[config.mk]
export PLATFORM = sky130hd
export DESIGN_NAME = atfcc_core
export DESIGN_NICKNAME = d
export VERILOG_FILES = /design/src/hw/atfcc_pkg.sv /design/src/hw/atfcc_core.sv
export SDC_FILE = /design/constraint.sdc
export NUM_CORES = 1
export LEC_CHECK = 0
export ABC_AREA = 1
export BUFFER_PORTS_ARGS = -buffer_cell sky130_fd_sc_hd__clkbuf_2
export CORE_ASPECT_RATIO = 1.75
export CORE_MARGIN = 5
export CORE_UTILIZATION = 35
export CTS_CLUSTER_DIAMETER = 50
export CTS_CLUSTER_SIZE = 14
export DETAILED_ROUTE_END_ITERATION = 6
export SYNTH_ARGS = -nofsm -noshare
export SYNTH_HDL_FRONTEND = slang
export SYNTH_SLANG_ARGS = --single-unit
[constraint.sdc]
create_clock -name clk -period 4.5 [get_ports clk]
set_input_delay 0 -clock clk [delete_from_list [all_inputs] [get_ports clk]]
set_output_delay 0 -clock clk [all_outputs]
set_load 0.03 [all_outputs]
[src/hw/atfcc_pkg.sv]
// constants and types shared by the task-file command core
package atfcc_pkg;
  // task-file offsets (chip select 0 block)
  localparam logic [2:0] ADDR_DATA = 3'h0;
  localparam logic [2:0] ADDR_ERROR = 3'h1;
  localparam logic [2:0] ADDR_SCNT = 3'h2;
  localparam logic [2:0] ADDR_SNUM = 3'h3;
  localparam logic [2:0] ADDR_CYL_LO = 3'h4;
  localparam logic [2:0] ADDR_CYL_HI = 3'h5;
  localparam logic [2:0] ADDR_DEVHEAD = 3'h6;
  localparam logic [2:0] ADDR_STATUS = 3'h7;
  // control block offsets (chip select 1 block)
  localparam logic [2:0] ADDR_DEVCTL = 3'h6;
  localparam logic [2:0] ADDR_DRVADDR = 3'h7;
  // device/head selector fields
  localparam int DH_LBA_BIT = 6;
  localparam int DH_CARD_BIT = 4;
  localparam logic [7:0] DH_FIXED_ONES = 8'hA0;
  // device control fields
  localparam int DC_SRST_BIT = 2;
  localparam int DC_NIEN_BIT = 1;
  // reset values
  localparam logic [7:0] RST_ERROR = 8'h01;
  localparam logic [7:0] RST_SCNT = 8'h01;
  localparam logic [7:0] RST_SNUM = 8'h01;
  localparam logic [7:0] RST_CYL = 8'h00;
  localparam logic [7:0] RST_DEVHEAD = 8'hA0;
  // opcodes
  localparam logic [7:0] OP_CHECK_PWR = 8'hE5;
  localparam logic [7:0] OP_DIAG = 8'h90;
  localparam logic [7:0] OP_FLUSH = 8'hE7;
  localparam logic [7:0] OP_IDENTIFY = 8'hEC;
  localparam logic [7:0] OP_IDLE = 8'hE3;
  localparam logic [7:0] OP_IDLE_IMM = 8'hE1;
  localparam logic [7:0] OP_RD_BUF = 8'hE4;
  localparam logic [7:0] OP_RD_DMA = 8'hC8;
  localparam logic [7:0] OP_RD_SECT = 8'h20;
  localparam logic [7:0] OP_RD_VERIFY = 8'h40;
  localparam logic [7:0] OP_SET_FEAT = 8'hEF;
  localparam logic [7:0] OP_SET_MULT = 8'hC6;
  localparam logic [7:0] OP_SLEEP = 8'hE6;
  localparam logic [7:0] OP_SMART = 8'hB0;
  localparam logic [7:0] OP_STANDBY = 8'hE2;
  localparam logic [7:0] OP_STANDBY_IMM = 8'hE0;
  localparam logic [7:0] OP_WR_BUF = 8'hE8;
  localparam logic [7:0] OP_WR_DMA = 8'hCA;
  localparam logic [7:0] OP_WR_MULT = 8'hC5;
  localparam logic [7:0] OP_WR_SECT = 8'h30;
  // answers
  localparam logic [7:0] ERR_ABORT = 8'h04;
  localparam logic [7:0] PM_SLEEPING = 8'h00;
  localparam logic [7:0] PM_IDLE = 8'hFF;
  localparam logic [7:0] LAST_WORD = 8'hFF;
  localparam logic [8:0] FULL_COUNT = 9'h100;
  // identify words that are not zero
  localparam logic [15:0] ID_W0 = 16'h044A;
  localparam logic [15:0] ID_W47 = 16'h8001;
  localparam logic [15:0] ID_W49 = 16'h0F00;
  localparam logic [15:0] ID_W53 = 16'h0007;
  localparam logic [15:0] ID_W64 = 16'h0003;
  localparam logic [15:0] ID_W65_68 = 16'h0078;
  localparam logic [15:0] ID_W80 = 16'h0080;
  localparam logic [15:0] ID_W82 = 16'h742B;

  typedef enum logic [5:0] {
    ST_INIT = 6'b000001,
    ST_IDLE = 6'b000010,
    ST_EXEC = 6'b000100,
    ST_MEDIA = 6'b001000,
    ST_XFER = 6'b010000,
    ST_FLUSH = 6'b100000
  } atfcc_state_e;
endpackage

[src/hw/atfcc_core.sv]
// task-file registers, status and command interpreter of the storage card
// What this block does
// - device/head selector always reads ones in bits 7 and 5
// - selector bit 6 picks block addressing (1) or cylinder/head/sector (0)
// - selector bit 4 picks card 0 or card 1
// - selector low nibble is head 3..0, or block address bits 27..24
// - status read clears pending interrupt; alternate status read does not
// - busy set while device owns registers; task-file writes then locked out
// - ready reads zero from power-up until a command can be accepted
// - status bit 5 is write fault, bit 4 mirrors ready
// - status bit 3 set while a data word must move through data register
// - DMA request only while busy or data request is set
// - bit 2 flags a corrected error and never stops a read
// - bit 0 flags a failed command with detail in error register; bit 1 zero
// - device control accepted any time, even busy; bits 7..3 and 0 ignored
// - device control bit 2 holds the card in soft reset until cleared
// - device control bit 1 masks interrupts; cleared at power-up reset, kept through soft reset
// - drive address shows inverted head bits, write flag, active card bits
// - supported opcodes decoded; address fields passed where commands use them
// - power query loads sector count with 00h sleeping or FFh idle
// - diagnostic ignores card select and returns result in error register
// - cache flush holds busy until flushed, then ready with clean flags
// - failed flush sets abort and error, loads address of first bad block
// - identify returns one sector, sector-read protocol, reserved words zero
// - sector count zero means 256 sectors
// - block mode: sector number 7..0, cylinder low 15..8, high 23..16
`timescale 1ns/1ps
module atfcc_core
  import atfcc_pkg::*;
(
  input wire logic clk,
  input wire logic rst,
  input wire logic cs0_n,
  input wire logic cs1_n,
  input wire logic [2:0] addr,
  input wire logic ior_n,
  input wire logic iow_n,
  input wire logic dmack_n,
  input wire logic [15:0] data_in,
  output logic [15:0] data_out,
  output logic data_oe,
  output logic intrq,
  output logic dma_request,
  input wire logic card1_strap,
  input wire logic media_ready,
  input wire logic media_drq,
  input wire logic media_done,
  input wire logic media_err,
  input wire logic media_fault,
  input wire logic media_corrected_flag,
  input wire logic [15:0] media_rdata,
  input wire logic [7:0] diag_code,
  input wire logic flush_done,
  input wire logic flush_fail,
  input wire logic [27:0] fail_lba,
  output logic cmd_valid,
  output logic [7:0] cmd_opcode,
  output logic [7:0] cmd_feature,
  output logic cmd_lba_mode,
  output logic [27:0] cmd_lba,
  output logic [8:0] cmd_sectors,
  output logic flush_req,
  output logic media_rd,
  output logic media_wr,
  output logic [15:0] media_wdata
);
  import atfcc_pkg::*;

  typedef struct packed {
    atfcc_state_e state;
    logic [7:0] err;
    logic [7:0] feat;
    logic [7:0] scnt;
    logic [7:0] snum;
    logic [7:0] cyl_lo;
    logic [7:0] cyl_hi;
    logic [7:0] dh;
    logic srst;
    logic nien;
    logic rdy;
    logic df;
    logic corrected_flag;
    logic errf;
    logic pend;
    logic intrq;
    logic dmarq;
    logic [15:0] dout;
    logic doe;
    logic ior_p;
    logic iow_p;
    logic [7:0] wcnt;
    logic sleep;
    logic ident;
    logic is_dma;
    logic is_write;
    logic [7:0] cmd;
    logic cmd_valid;
    logic [7:0] cmd_feat;
    logic lba_mode;
    logic [27:0] lba;
    logic [8:0] nsect;
    logic flush_req;
    logic media_rd;
    logic media_wr;
    logic [15:0] wdata;
  } atfcc_state_s;

  atfcc_state_s s_q, s_d;

  // helper terms, filled by the one combinational process
  logic rd_fall, wr_fall, tf_sel, cb_sel, dma_sel, selected;
  logic stat_rd, alt_rd, set_ev, busy, drq;
  logic [7:0] status;

  function automatic logic [15:0] ident_word(input logic [7:0] idx);
    unique case (idx)
      8'd0: ident_word = ID_W0;
      8'd47: ident_word = ID_W47;
      8'd49: ident_word = ID_W49;
      8'd53: ident_word = ID_W53;
      8'd64: ident_word = ID_W64;
      8'd65, 8'd66, 8'd67, 8'd68: ident_word = ID_W65_68;
      8'd80: ident_word = ID_W80;
      8'd82: ident_word = ID_W82;
      default: ident_word = 16'h0000;
    endcase
  endfunction

  function automatic logic op_known(input logic [7:0] op);
    unique case (op)
      OP_IDLE, OP_IDLE_IMM, OP_RD_BUF, OP_RD_DMA, OP_RD_SECT, OP_RD_VERIFY,
      OP_SET_FEAT, OP_SET_MULT, OP_SLEEP, OP_SMART, OP_STANDBY, OP_STANDBY_IMM,
      OP_WR_BUF, OP_WR_DMA, OP_WR_MULT, OP_WR_SECT: op_known = 1'b1;
      default: op_known = 1'b0;
    endcase
  endfunction

  function automatic logic op_writes(input logic [7:0] op);
    op_writes = (op == OP_WR_SECT) || (op == OP_WR_MULT) || (op == OP_WR_DMA) ||
      (op == OP_WR_BUF);
  endfunction

  always_comb begin
    s_d = s_q;
    s_d.cmd_valid = 1'b0;
    s_d.flush_req = 1'b0;
    s_d.media_rd = 1'b0;
    s_d.media_wr = 1'b0;
    s_d.ior_p = ior_n;
    s_d.iow_p = iow_n;
    rd_fall = s_q.ior_p && !ior_n;
    wr_fall = s_q.iow_p && !iow_n;
    tf_sel = cs0_n == 1'b0 && cs1_n == 1'b1 && dmack_n;
    cb_sel = cs0_n == 1'b1 && cs1_n == 1'b0 && dmack_n;
    dma_sel = cs0_n && cs1_n && !dmack_n;
    selected = s_q.dh[DH_CARD_BIT] == card1_strap;
    busy = s_q.state != ST_IDLE && s_q.state != ST_XFER;
    drq = s_q.state == ST_XFER;
    // bit 4 mirrors ready, bit 1 is tied low
    status = {busy, s_q.rdy, s_q.df, s_q.rdy, drq, s_q.corrected_flag, 1'b0, s_q.errf};
    stat_rd = rd_fall && tf_sel && addr == ADDR_STATUS && selected;
    alt_rd = rd_fall && cb_sel && addr == ADDR_DEVCTL && selected;
    set_ev = 1'b0;

    // host reads: the bus drives only while the strobe is low and decoded
    s_d.doe = !ior_n && selected && ((tf_sel && addr != ADDR_DATA) || cb_sel ||
      (drq && !s_q.is_write && (s_q.is_dma ? dma_sel : (tf_sel && addr == ADDR_DATA))));
    if (rd_fall && selected) begin
      if (tf_sel) begin
        unique case (addr)
          ADDR_ERROR: s_d.dout = {8'h00, s_q.err};
          ADDR_SCNT: s_d.dout = {8'h00, s_q.scnt};
          ADDR_SNUM: s_d.dout = {8'h00, s_q.snum};
          ADDR_CYL_LO: s_d.dout = {8'h00, s_q.cyl_lo};
          ADDR_CYL_HI: s_d.dout = {8'h00, s_q.cyl_hi};
          ADDR_DEVHEAD: s_d.dout = {8'h00, s_q.dh};
          ADDR_STATUS: s_d.dout = {8'h00, status};
          default: s_d.dout = s_q.dout;
        endcase
      end else if (cb_sel && addr == ADDR_DEVCTL) begin
        s_d.dout = {8'h00, status};
      end else if (cb_sel && addr == ADDR_DRVADDR) begin
        s_d.dout = {8'h00, 1'b0, !s_q.is_write || !drq, ~s_q.dh[3:0],
          !(s_q.dh[DH_CARD_BIT] && card1_strap),
          !(!s_q.dh[DH_CARD_BIT] && !card1_strap)};
      end
    end
    // status read clears, alternate read leaves it; a new event wins
    if (stat_rd) begin
      s_d.pend = 1'b0;
    end

    // register writes, locked out while busy or transferring
    if (wr_fall && tf_sel && s_q.state == ST_IDLE) begin
      unique case (addr)
        ADDR_ERROR: s_d.feat = data_in[7:0];
        ADDR_SCNT: s_d.scnt = data_in[7:0];
        ADDR_SNUM: s_d.snum = data_in[7:0];
        ADDR_CYL_LO: s_d.cyl_lo = data_in[7:0];
        ADDR_CYL_HI: s_d.cyl_hi = data_in[7:0];
        ADDR_DEVHEAD: s_d.dh = data_in[7:0] | DH_FIXED_ONES;
        default: ;
      endcase
    end
    if (wr_fall && cb_sel && addr == ADDR_DEVCTL) begin
      s_d.srst = data_in[DC_SRST_BIT];
      s_d.nien = data_in[DC_NIEN_BIT];
    end

    unique case (s_q.state)
      ST_INIT: begin
        s_d.rdy = 1'b0;
        if (media_ready && !s_d.srst) begin
          s_d.rdy = 1'b1;
          s_d.state = ST_IDLE;
        end
      end
      ST_IDLE: begin
        if (wr_fall && tf_sel && addr == ADDR_STATUS &&
            (selected || data_in[7:0] == OP_DIAG)) begin
          s_d.cmd = data_in[7:0];
          s_d.corrected_flag = 1'b0;
          s_d.df = 1'b0;
          s_d.errf = 1'b0;
          s_d.ident = 1'b0;
          s_d.wcnt = 8'h00;
          s_d.is_dma = data_in[7:0] == OP_RD_DMA || data_in[7:0] == OP_WR_DMA;
          s_d.is_write = op_writes(data_in[7:0]);
          s_d.cmd_feat = s_q.feat;
          s_d.lba_mode = s_q.dh[DH_LBA_BIT];
          // block mode packs the address; otherwise fields pass as cylinder/head/sector
          s_d.lba = {s_q.dh[3:0], s_q.cyl_hi, s_q.cyl_lo, s_q.snum};
          s_d.nsect = {s_q.scnt == 8'h00, s_q.scnt};
          s_d.err = 8'h00;
          if (data_in[7:0] == OP_FLUSH) begin
            s_d.flush_req = 1'b1;
            s_d.state = ST_FLUSH;
          end else if (data_in[7:0] == OP_IDENTIFY) begin
            s_d.ident = 1'b1;
            s_d.state = ST_EXEC;
          end else if (op_known(data_in[7:0])) begin
            s_d.cmd_valid = 1'b1;
            s_d.sleep = data_in[7:0] == OP_SLEEP;
            s_d.state = ST_MEDIA;
          end else begin
            s_d.state = ST_EXEC;
          end
        end
      end
      ST_EXEC: begin
        // one busy cycle for commands answered from within
        set_ev = 1'b1;
        s_d.state = ST_IDLE;
        if (s_q.cmd == OP_CHECK_PWR) begin
          s_d.scnt = s_q.sleep ? PM_SLEEPING : PM_IDLE;
        end else if (s_q.cmd == OP_DIAG) begin
          s_d.err = diag_code;
        end else if (s_q.ident) begin
          s_d.state = ST_XFER;
        end else begin
          s_d.err = ERR_ABORT;
          s_d.errf = 1'b1;
        end
      end
      ST_MEDIA: begin
        if (media_corrected_flag) begin
          s_d.corrected_flag = 1'b1;
        end
        if (media_done) begin
          set_ev = 1'b1;
          s_d.state = ST_IDLE;
          s_d.df = media_fault;
          s_d.errf = media_err || media_fault;
          s_d.err = (media_err || media_fault) ? ERR_ABORT : 8'h00;
          if (!media_err && !media_fault && s_q.nsect != 9'h000) begin
            s_d.scnt = 8'h00;
          end
        end else if (media_drq) begin
          set_ev = !s_q.is_dma;
          s_d.state = ST_XFER;
        end
      end
      ST_XFER: begin
        if (media_corrected_flag) begin
          s_d.corrected_flag = 1'b1;
        end
        if (s_q.is_write ? wr_fall : rd_fall) begin
          if (s_q.is_dma ? dma_sel : (tf_sel && addr == ADDR_DATA && selected)) begin
            s_d.wcnt = s_q.wcnt + 8'h01;
            if (s_q.ident) begin
              s_d.dout = ident_word(s_q.wcnt);
            end else if (s_q.is_write) begin
              s_d.media_wr = 1'b1;
              s_d.wdata = data_in;
            end else begin
              s_d.media_rd = 1'b1;
              s_d.dout = media_rdata;
            end
            if (s_q.wcnt == LAST_WORD) begin
              s_d.state = s_q.ident ? ST_IDLE : ST_MEDIA;
              set_ev = s_q.ident;
            end
          end
        end
      end
      ST_FLUSH: begin
        if (flush_done || flush_fail) begin
          set_ev = 1'b1;
          s_d.state = ST_IDLE;
          s_d.df = 1'b0;
          s_d.errf = flush_fail;
          if (flush_fail) begin
            s_d.err = ERR_ABORT;
            s_d.snum = fail_lba[7:0];
            s_d.cyl_lo = fail_lba[15:8];
            s_d.cyl_hi = fail_lba[23:16];
            s_d.dh = {s_q.dh[7:4], fail_lba[27:24]};
          end
        end
      end
      default: s_d.state = ST_INIT;
    endcase
    if (set_ev) begin
      s_d.pend = 1'b1;
    end

    // soft reset: back to the power-up register image, mask bit kept as written
    if (s_d.srst) begin
      s_d.state = ST_INIT;
      s_d.rdy = 1'b0;
      s_d.pend = 1'b0;
      s_d.errf = 1'b0;
      s_d.df = 1'b0;
      s_d.corrected_flag = 1'b0;
      s_d.sleep = 1'b0;
      s_d.err = RST_ERROR;
      s_d.scnt = RST_SCNT;
      s_d.snum = RST_SNUM;
      s_d.cyl_lo = RST_CYL;
      s_d.cyl_hi = RST_CYL;
      s_d.dh = RST_DEVHEAD;
    end
    s_d.intrq = s_d.pend && !s_d.nien && selected;
    s_d.dmarq = s_q.is_dma && s_d.state == ST_XFER && !s_d.srst;
  end

  always_ff @(posedge clk) begin
    if (rst) begin
      s_q <= '0;
      s_q.state <= ST_INIT;
      s_q.err <= RST_ERROR;
      s_q.scnt <= RST_SCNT;
      s_q.snum <= RST_SNUM;
      s_q.cyl_lo <= RST_CYL;
      s_q.cyl_hi <= RST_CYL;
      s_q.dh <= RST_DEVHEAD;
      s_q.ior_p <= 1'b1;
      s_q.iow_p <= 1'b1;
    end else begin
      s_q <= s_d;
    end
  end

  assign data_out = s_q.dout;
  assign data_oe = s_q.doe;
  assign intrq = s_q.intrq;
  assign dma_request = s_q.dmarq;
  assign cmd_valid = s_q.cmd_valid;
  assign cmd_opcode = s_q.cmd;
  assign cmd_feature = s_q.cmd_feat;
  assign cmd_lba_mode = s_q.lba_mode;
  assign cmd_lba = s_q.lba;
  assign cmd_sectors = s_q.nsect;
  assign flush_req = s_q.flush_req;
  assign media_rd = s_q.media_rd;
  assign media_wr = s_q.media_wr;
  assign media_wdata = s_q.wdata;

  dh_fixed_a: assert property (@(posedge clk) disable iff (rst)
    s_q.dh[7] && s_q.dh[5]) else $error("selector fixed bits not one");

  stat_clear_a: assert property (@(posedge clk) disable iff (rst)
    (stat_rd && !set_ev) |=> !s_q.pend && !intrq) else $error("status read kept irq");

  alt_keep_a: assert property (@(posedge clk) disable iff (rst)
    (alt_rd && !stat_rd && !s_d.srst) |=> s_q.pend || !$past(s_q.pend))
    else $error("alternate status read cleared irq");

  dma_gate_a: assert property (@(posedge clk) disable iff (rst)
    dma_request |-> (busy || drq)) else $error("dma request without busy or drq");

  irq_mask_a: assert property (@(posedge clk) disable iff (rst)
    intrq |-> !s_q.nien) else $error("interrupt while masked");

  srst_hold_a: assert property (@(posedge clk) disable iff (rst)
    s_q.srst |-> s_q.state == ST_INIT && !s_q.rdy) else $error("soft reset not held");

  stat_bits_a: assert property (@(posedge clk) disable iff (rst)
    stat_rd |=> data_out[1] == 1'b0 && data_out[7] == $past(busy) &&
      data_out[4] == data_out[6]) else $error("status image wrong");

  pm_answer_a: assert property (@(posedge clk) disable iff (rst)
    (s_q.state == ST_EXEC && s_q.cmd == OP_CHECK_PWR && !s_d.srst) |=>
      s_q.scnt == ($past(s_q.sleep) ? PM_SLEEPING : PM_IDLE) && s_q.pend)
    else $error("power query answer wrong");

  count_zero_a: assert property (@(posedge clk) disable iff (rst)
    cmd_valid |-> cmd_sectors == ((s_q.scnt == 8'h00) ? FULL_COUNT : {1'b0, s_q.scnt}))
    else $error("sector count not expanded");

  flush_fail_a: assert property (@(posedge clk) disable iff (rst)
    (s_q.state == ST_FLUSH && flush_fail && !s_d.srst) |=>
      s_q.err == ERR_ABORT && s_q.errf && s_q.snum == $past(fail_lba[7:0]))
    else $error("flush failure not reported");
endmodule

After elaboration in Yosys (flattened, before gate mapping)
Index checks and enable logic that the tools add are counted.

Register bits: 176. Bits in latches: 0. RAM bits: 0. Memory bits (read-only): 0. Input bits: 87. Output and inout port bits: 93. Word-level logic and storage cells: 290. Memories kept: 0.

$add $sub $neg: 1. $mul: 0. Div/mod/pow operators: 0. Order comparisons: 0. Equality and inequality tests: 61. Shifts and indexed selects: 0. Mux-type cells: 94. Bitwise operators: 11. Reductions and logical operators: 86.

Operators with widths (count): $eq A8 B8 Y1 const B (19); $mux W16 (9); $pmux W16 S8 (1); $mux W8 (15); $pmux W16 S7 (1); $mux W32 (3); $mux W68 (1); $eq A8 B7 Y1 const B (8); $mux W14 (4); $mux W6 (8); $eq A8 B6 Y1 const B (5); $mux W40 (1); $logic_and A1 B1 Y1 (37); $pmux W6 S6 (1); $mux W1 (34); $pmux W8 S2 (2); $pmux W8 S4 (1); $mux W17 (1); $logic_not A8 Y1 (2); $reduce_or A16 Y1 (1); $logic_not A1 Y1 (14); $reduce_and A7 Y1 (2); $eq A3 B3 Y1 const B (4); $eq A6 B5 Y1 const B (2); other kinds (37) (77).

Logic depth before layout (Yosys ltp)
Word-level depth: 17. Gate-level depth with buffers: 14. Gate-level depth less buffers: 13.

Worst setup path after synthesis
OpenSTA, ideal clock, no wires.

Path kind: reg2reg. Start point: reg s_q[118] (netlist bit). End point: reg s_q[84] (netlist bit). Setup time: 132 ps. Arrival time: 1590 ps. Data required time: 4368 ps. Path slack: 2778 ps. Stages on the path, launching flop included: 11. Path buffers: 0. Period minus slack after synthesis: 1722 ps. Cells stage by stage: dfxtp_1 inv_1 ha_1 inv_1 nor2_1 a21oi_1 nand2_1 o21ai_1 nand2_1 nand2_1 a21oi_1.

Cells in the longest elaborated chain, start to end: 5. Elaborated cells between the ends (all ways): 8. Classes of those cells: eq/ne: 3; mux: 1; reduce/logical: 4.

RTL lines: start: declaration (line atfcc_core.sv:108) `atfcc_state_s s_q, s_d;`; $eq A1 B1 Y1 * (line atfcc_core.sv:156) `selected = s_q.dh[DH_CARD_BIT] == card1_strap;`; $logic_and A1 B1 Y1 or $logic_or A1 B1 Y1 (tied branches) (line atfcc_core.sv:288, atfcc_core.sv:220); $mux W1 or $logic_and A1 B1 Y1 (tied branches) (line atfcc_core.sv:288, atfcc_core.sv:219); $ne A2 B1 Y1 (no line); $reduce_and A4 Y1 (no line) *.

Mark *: on every way between the ends. The rest lies on a longest branch, timed or not. A chain may end at the register's enable or synchronous reset.

Worst setup path after layout
Start point: reg s_q[175] (netlist bit). End point: reg s_q[145] (netlist bit).

Cells in the longest elaborated chain, start to end: 6. Elaborated cells between the ends (all ways): 7. Classes of those cells: eq/ne: 2; mux: 4; reduce/logical: 1.

RTL lines: $eq A6 B2 Y1 (line atfcc_core.sv:194) `if (wr_fall && tf_sel && s_q.state == ST_IDLE) begin`; $logic_and A1 B1 Y1 (line atfcc_core.sv:194); $mux W40 (line atfcc_core.sv:194); $mux W32 (line atfcc_core.sv:312) `if (flush_fail) begin`; $mux W32 (line atfcc_core.sv:307) `if (flush_done || flush_fail) begin`; $mux W32 * (line atfcc_core.sv:210) `unique case (s_q.state)`.

Mark *: on every way between the ends. The rest lies on a longest branch, timed or not. The select of a mux whose other input is x is not followed.

==> run summary <==
average size of a mapped cell: 6.66 um^2
worst-path fanout max: 15
critical path cell sequence: nor2_2 -> nand3_4 -> nor3_4 -> nand2_1 -> clkinv_1 -> nand2_1 -> a31oi_1 -> dlygate4sd3_1
WP data arrival: 3.23 ns
Root Buffer: clkbuf_16
Sw Share: 0.257
worst reg-to-reg setup slack: 1.66 ns
non-filler cells, final: 1899
top cells by count, synth: nand2_1 (366), dfxtp_1 (176), nor2_1 (165)
Die Y: 228 um
DRT antenna net count: 0
vias in the first global route: 9570
setup TNS: 0 ns
hold slack: 0.0241 ns
post_cts resized: 0
Crit path buffers/inverters: 2
DRT iter0 DRCs: 575
CP Capture Type: flip-flop
Vias: 9563
relative slew slack: 0.502
Post-CTS Repair Setup Buffers: 0
Worst path max stage delay: 0.62 ns
Yosys reg bits: 176
Worst path most repeated cell: nand2_1
synth warn: 0
Slew Limit Fails: 0
# rows: 79
Final Wtd Congestion: 0.927
Critical Path RT: 4.90 ns
DRT Pass-1 Iters: 5
Psw: 0.887 mW
Initial Util: 0.356
io pins: 180
GRT Total Usage: 0.211
setup violators final: 0
FF-to-FF path depth: 8
Worst Setup EP: s_q[145]
largest cells by area after synthesis: dfxtp_1 (37%), nand2_1 (14%), buf_4 (7.4%), nor2_1 (6.5%), a21oi_1 (6.2%)
clk_skew: 0.0121 ns
first-pass GRT wire length: 50700 um
Post-Synthesis Cells: 1425
Yosys top cell by area: dfxtp_1
Max Freq: 352 MHz
Chip Width: 135 um
CTS Buf Count: 17
critical path type: reg2reg
DP Cell Count: 1794
count leader, synth: nand2_1
Worst-Margin Slew: 0.744 ns
CTS max path bufs: 2
delay-heaviest family, CP: simple AND/OR/NAND/NOR gates
CP startpoint: s_q[175]
Static Leak: 5.12 nW
Syn Nets: 1518
worst reg2reg path endpoint: s_q[145]
total core area: 0.0267 mm^2
Distinct cells, synth: 45
clock power share: 0.453
Max-cap violations: 0
Primary FF master, synth: dfxtp_1
share of layout cells above drive strength 1: 0.165
Netlist Area Pre-Place: 0.00950 mm^2
CTS tree: built
largest net degree at the start of global routing: 74
synth-to-layout area growth: 18.3%
hold crit path type: in2reg
top-area cell type share of the netlist area: 0.371
number of remaining DRC errors: 0
CTS Hold Bufs: 72
total gr overflow: 0
Crit path depth: 8
pwr dens: 308 mW/mm^2
Hold Vio Cnt, Final: 0
Worst-Skew Late Latency: 0.45 ns
H-tree levels: 4
peak supply drop: 0.291 mV
clk sinks: 176
Worst path slowest cell: nor3_4
antenna violations before repair: 1
DP Wirelength: 24700 um
run status: complete, no violations
clk slew on worst S/H paths: 0.07 ns
sequential share of the synthesized area: 0.371
Comb pwr share: 0.089
unrepaired setup endpoints after global routing: false
Seq pwr share: 0.458
input/output buffers: 179
Die ar.: 0.0307 mm^2
R2R Path Start: s_q[175]
drt total wl: 32500 um
Final min period: 2.84 ns
final worst-path cycle share: 0.631
drt via density: 5.04
share of synthesized registers carrying an async set or reset: 0
Nets: 1654
Post-synth EDFFs: 0
WL/cell: 17.1 um
Worst setup SP type: flip-flop
Internal: 2.57 mW
==> power by group through the flow <==
stage / logic, mW / registers [mW] / clock network [mW]
CTS: 0.307 / 1.58 / 1.59
finish: 0.308 / 1.58 / 1.56
global placement: 0.258 / 1.62 / 0
detailed placement: 0.258 / 1.62 / 0
global route: 0.340 / 1.58 / 1.65
floorplan: 0.158 / 1.61 / 0
==> how the worst min path moves through the flow <==
stage | from | to | slack [ns] | depth (start not counted)
6_report | data_in[4] | s_q[158] | 0.02 | 3
5_1_grt | data_in[3] | s_q[133] | 0.02 | 3
4_1_cts | data_in[4] | s_q[158] | 0.0009 | 3
3_5_place_dp | media_rdata[11] | data_out[11] | 0.22 | 3
3_3_place_gp | ior_n | s_q[87] | 0.20 | 3
2_1_floorplan | iow_n | s_q[86] | 0.1 | 2
==> cell type report <==
cell class	count	area [um^2]
sequential	176	3520
clock buffer	17	425
multi-input combinational	980	4550
inverter	130	490
timing repair buffer	256	1650
fill	2859	15500
tap	324	405
clock inverter	15	185
antenna	1	2.50
==> flip-flops by register name, indices dropped and copies added, names as in the netlist, 8 cells and up <==
| name | count |
|---|---|
| cmd_sectors | 9 |
| cmd_feature | 8 |
| cmd_lba | 28 |
| s_q | 83 |
| media_wdata | 16 |
| cmd_opcode | 8 |
| data_out | 16 |
==> per-layer routing <==
| layer | up-vias | wire [um] | track usage | share of wire |
|---|---|---|---|---|
| met5 | - | 0 | 0 | 0 |
| met4 | 0 | 1420 | 0.104 | 0.044 |
| met3 | 88 | 1500 | 0.0416 | 0.046 |
| met2 | 288 | 17300 | 0.394 | 0.53 |
| met1 | 4375 | 12300 | 0.220 | 0.38 |
| li1 | 4812 | - | - | - |
==> metrics by stage <==
stage | utilization | cell area (um^2) | setup slack, ns | total power, mW
5_1_grt | 0.421 | 11200 | 1.45 | 3.58
6_report | 0.421 | 11200 | 1.66 | 3.46
3_3_place_gp | 0.371 | 9900 | 1.99 | 1.88
4_1_cts | 0.421 | 11200 | 1.69 | 3.48
3_5_place_dp | 0.371 | 9900 | 1.96 | 1.88
2_1_floorplan | - | 9500 | 2.78 | 1.77
==> cell families after synthesis <==
family,share of synthesized area
AOI/OAI and AO/OA,0.149
xor gates and xnor gates,0.00277
adders and majority gates,0.00791
buffers and inverters,0.150
DFF,0.371
and+or+nand+nor,0.319
==> cells in the final DEF, fill, tap and decap left out, types with 3 or more instances in the layout <==
| cell type | instances |
|---|---|
| nand2_1 | 366 |
| clkbuf_2 | 179 |
| dfxtp_1 | 176 |
| nor2_1 | 165 |
| a21oi_1 | 117 |
| inv_1 | 113 |
| nand3_1 | 94 |
| o21ai_0 | 86 |
| dlygate4sd3_1 | 72 |
| o21ai_1 | 39 |
| nand4_1 | 25 |
| clkbuf_16 | 17 |
| nor3_1 | 15 |
| inv_2 | 14 |
| a31oi_1 | 9 |
| nor2_2 | 8 |
| ha_1 | 6 |
| nor2_4 | 5 |
| nand3b_1 | 5 |
| o211a_1 | 5 |
| buf_4 | 5 |
| clkinvlp_4 | 4 |
| nand3_4 | 3 |
| nand3_2 | 3 |
| or2_2 | 3 |
| o22ai_1 | 3 |
| o211ai_1 | 3 |
| bufinv_16 | 3 |
| clkinv_4 | 3 |
==> worst reg2reg max path, cell delays in order (launching register included) <==
cell and delay (ns):
dfxtp_1 0.34, nor2_2 0.22, nand3_4 0.19, nor3_4 0.62
nand2_1 0.36, clkinv_1 0.26, nand2_1 0.08, a31oi_1 0.15
dlygate4sd3_1 0.56
No activity file was read; power rests on OpenSTA's default activity.
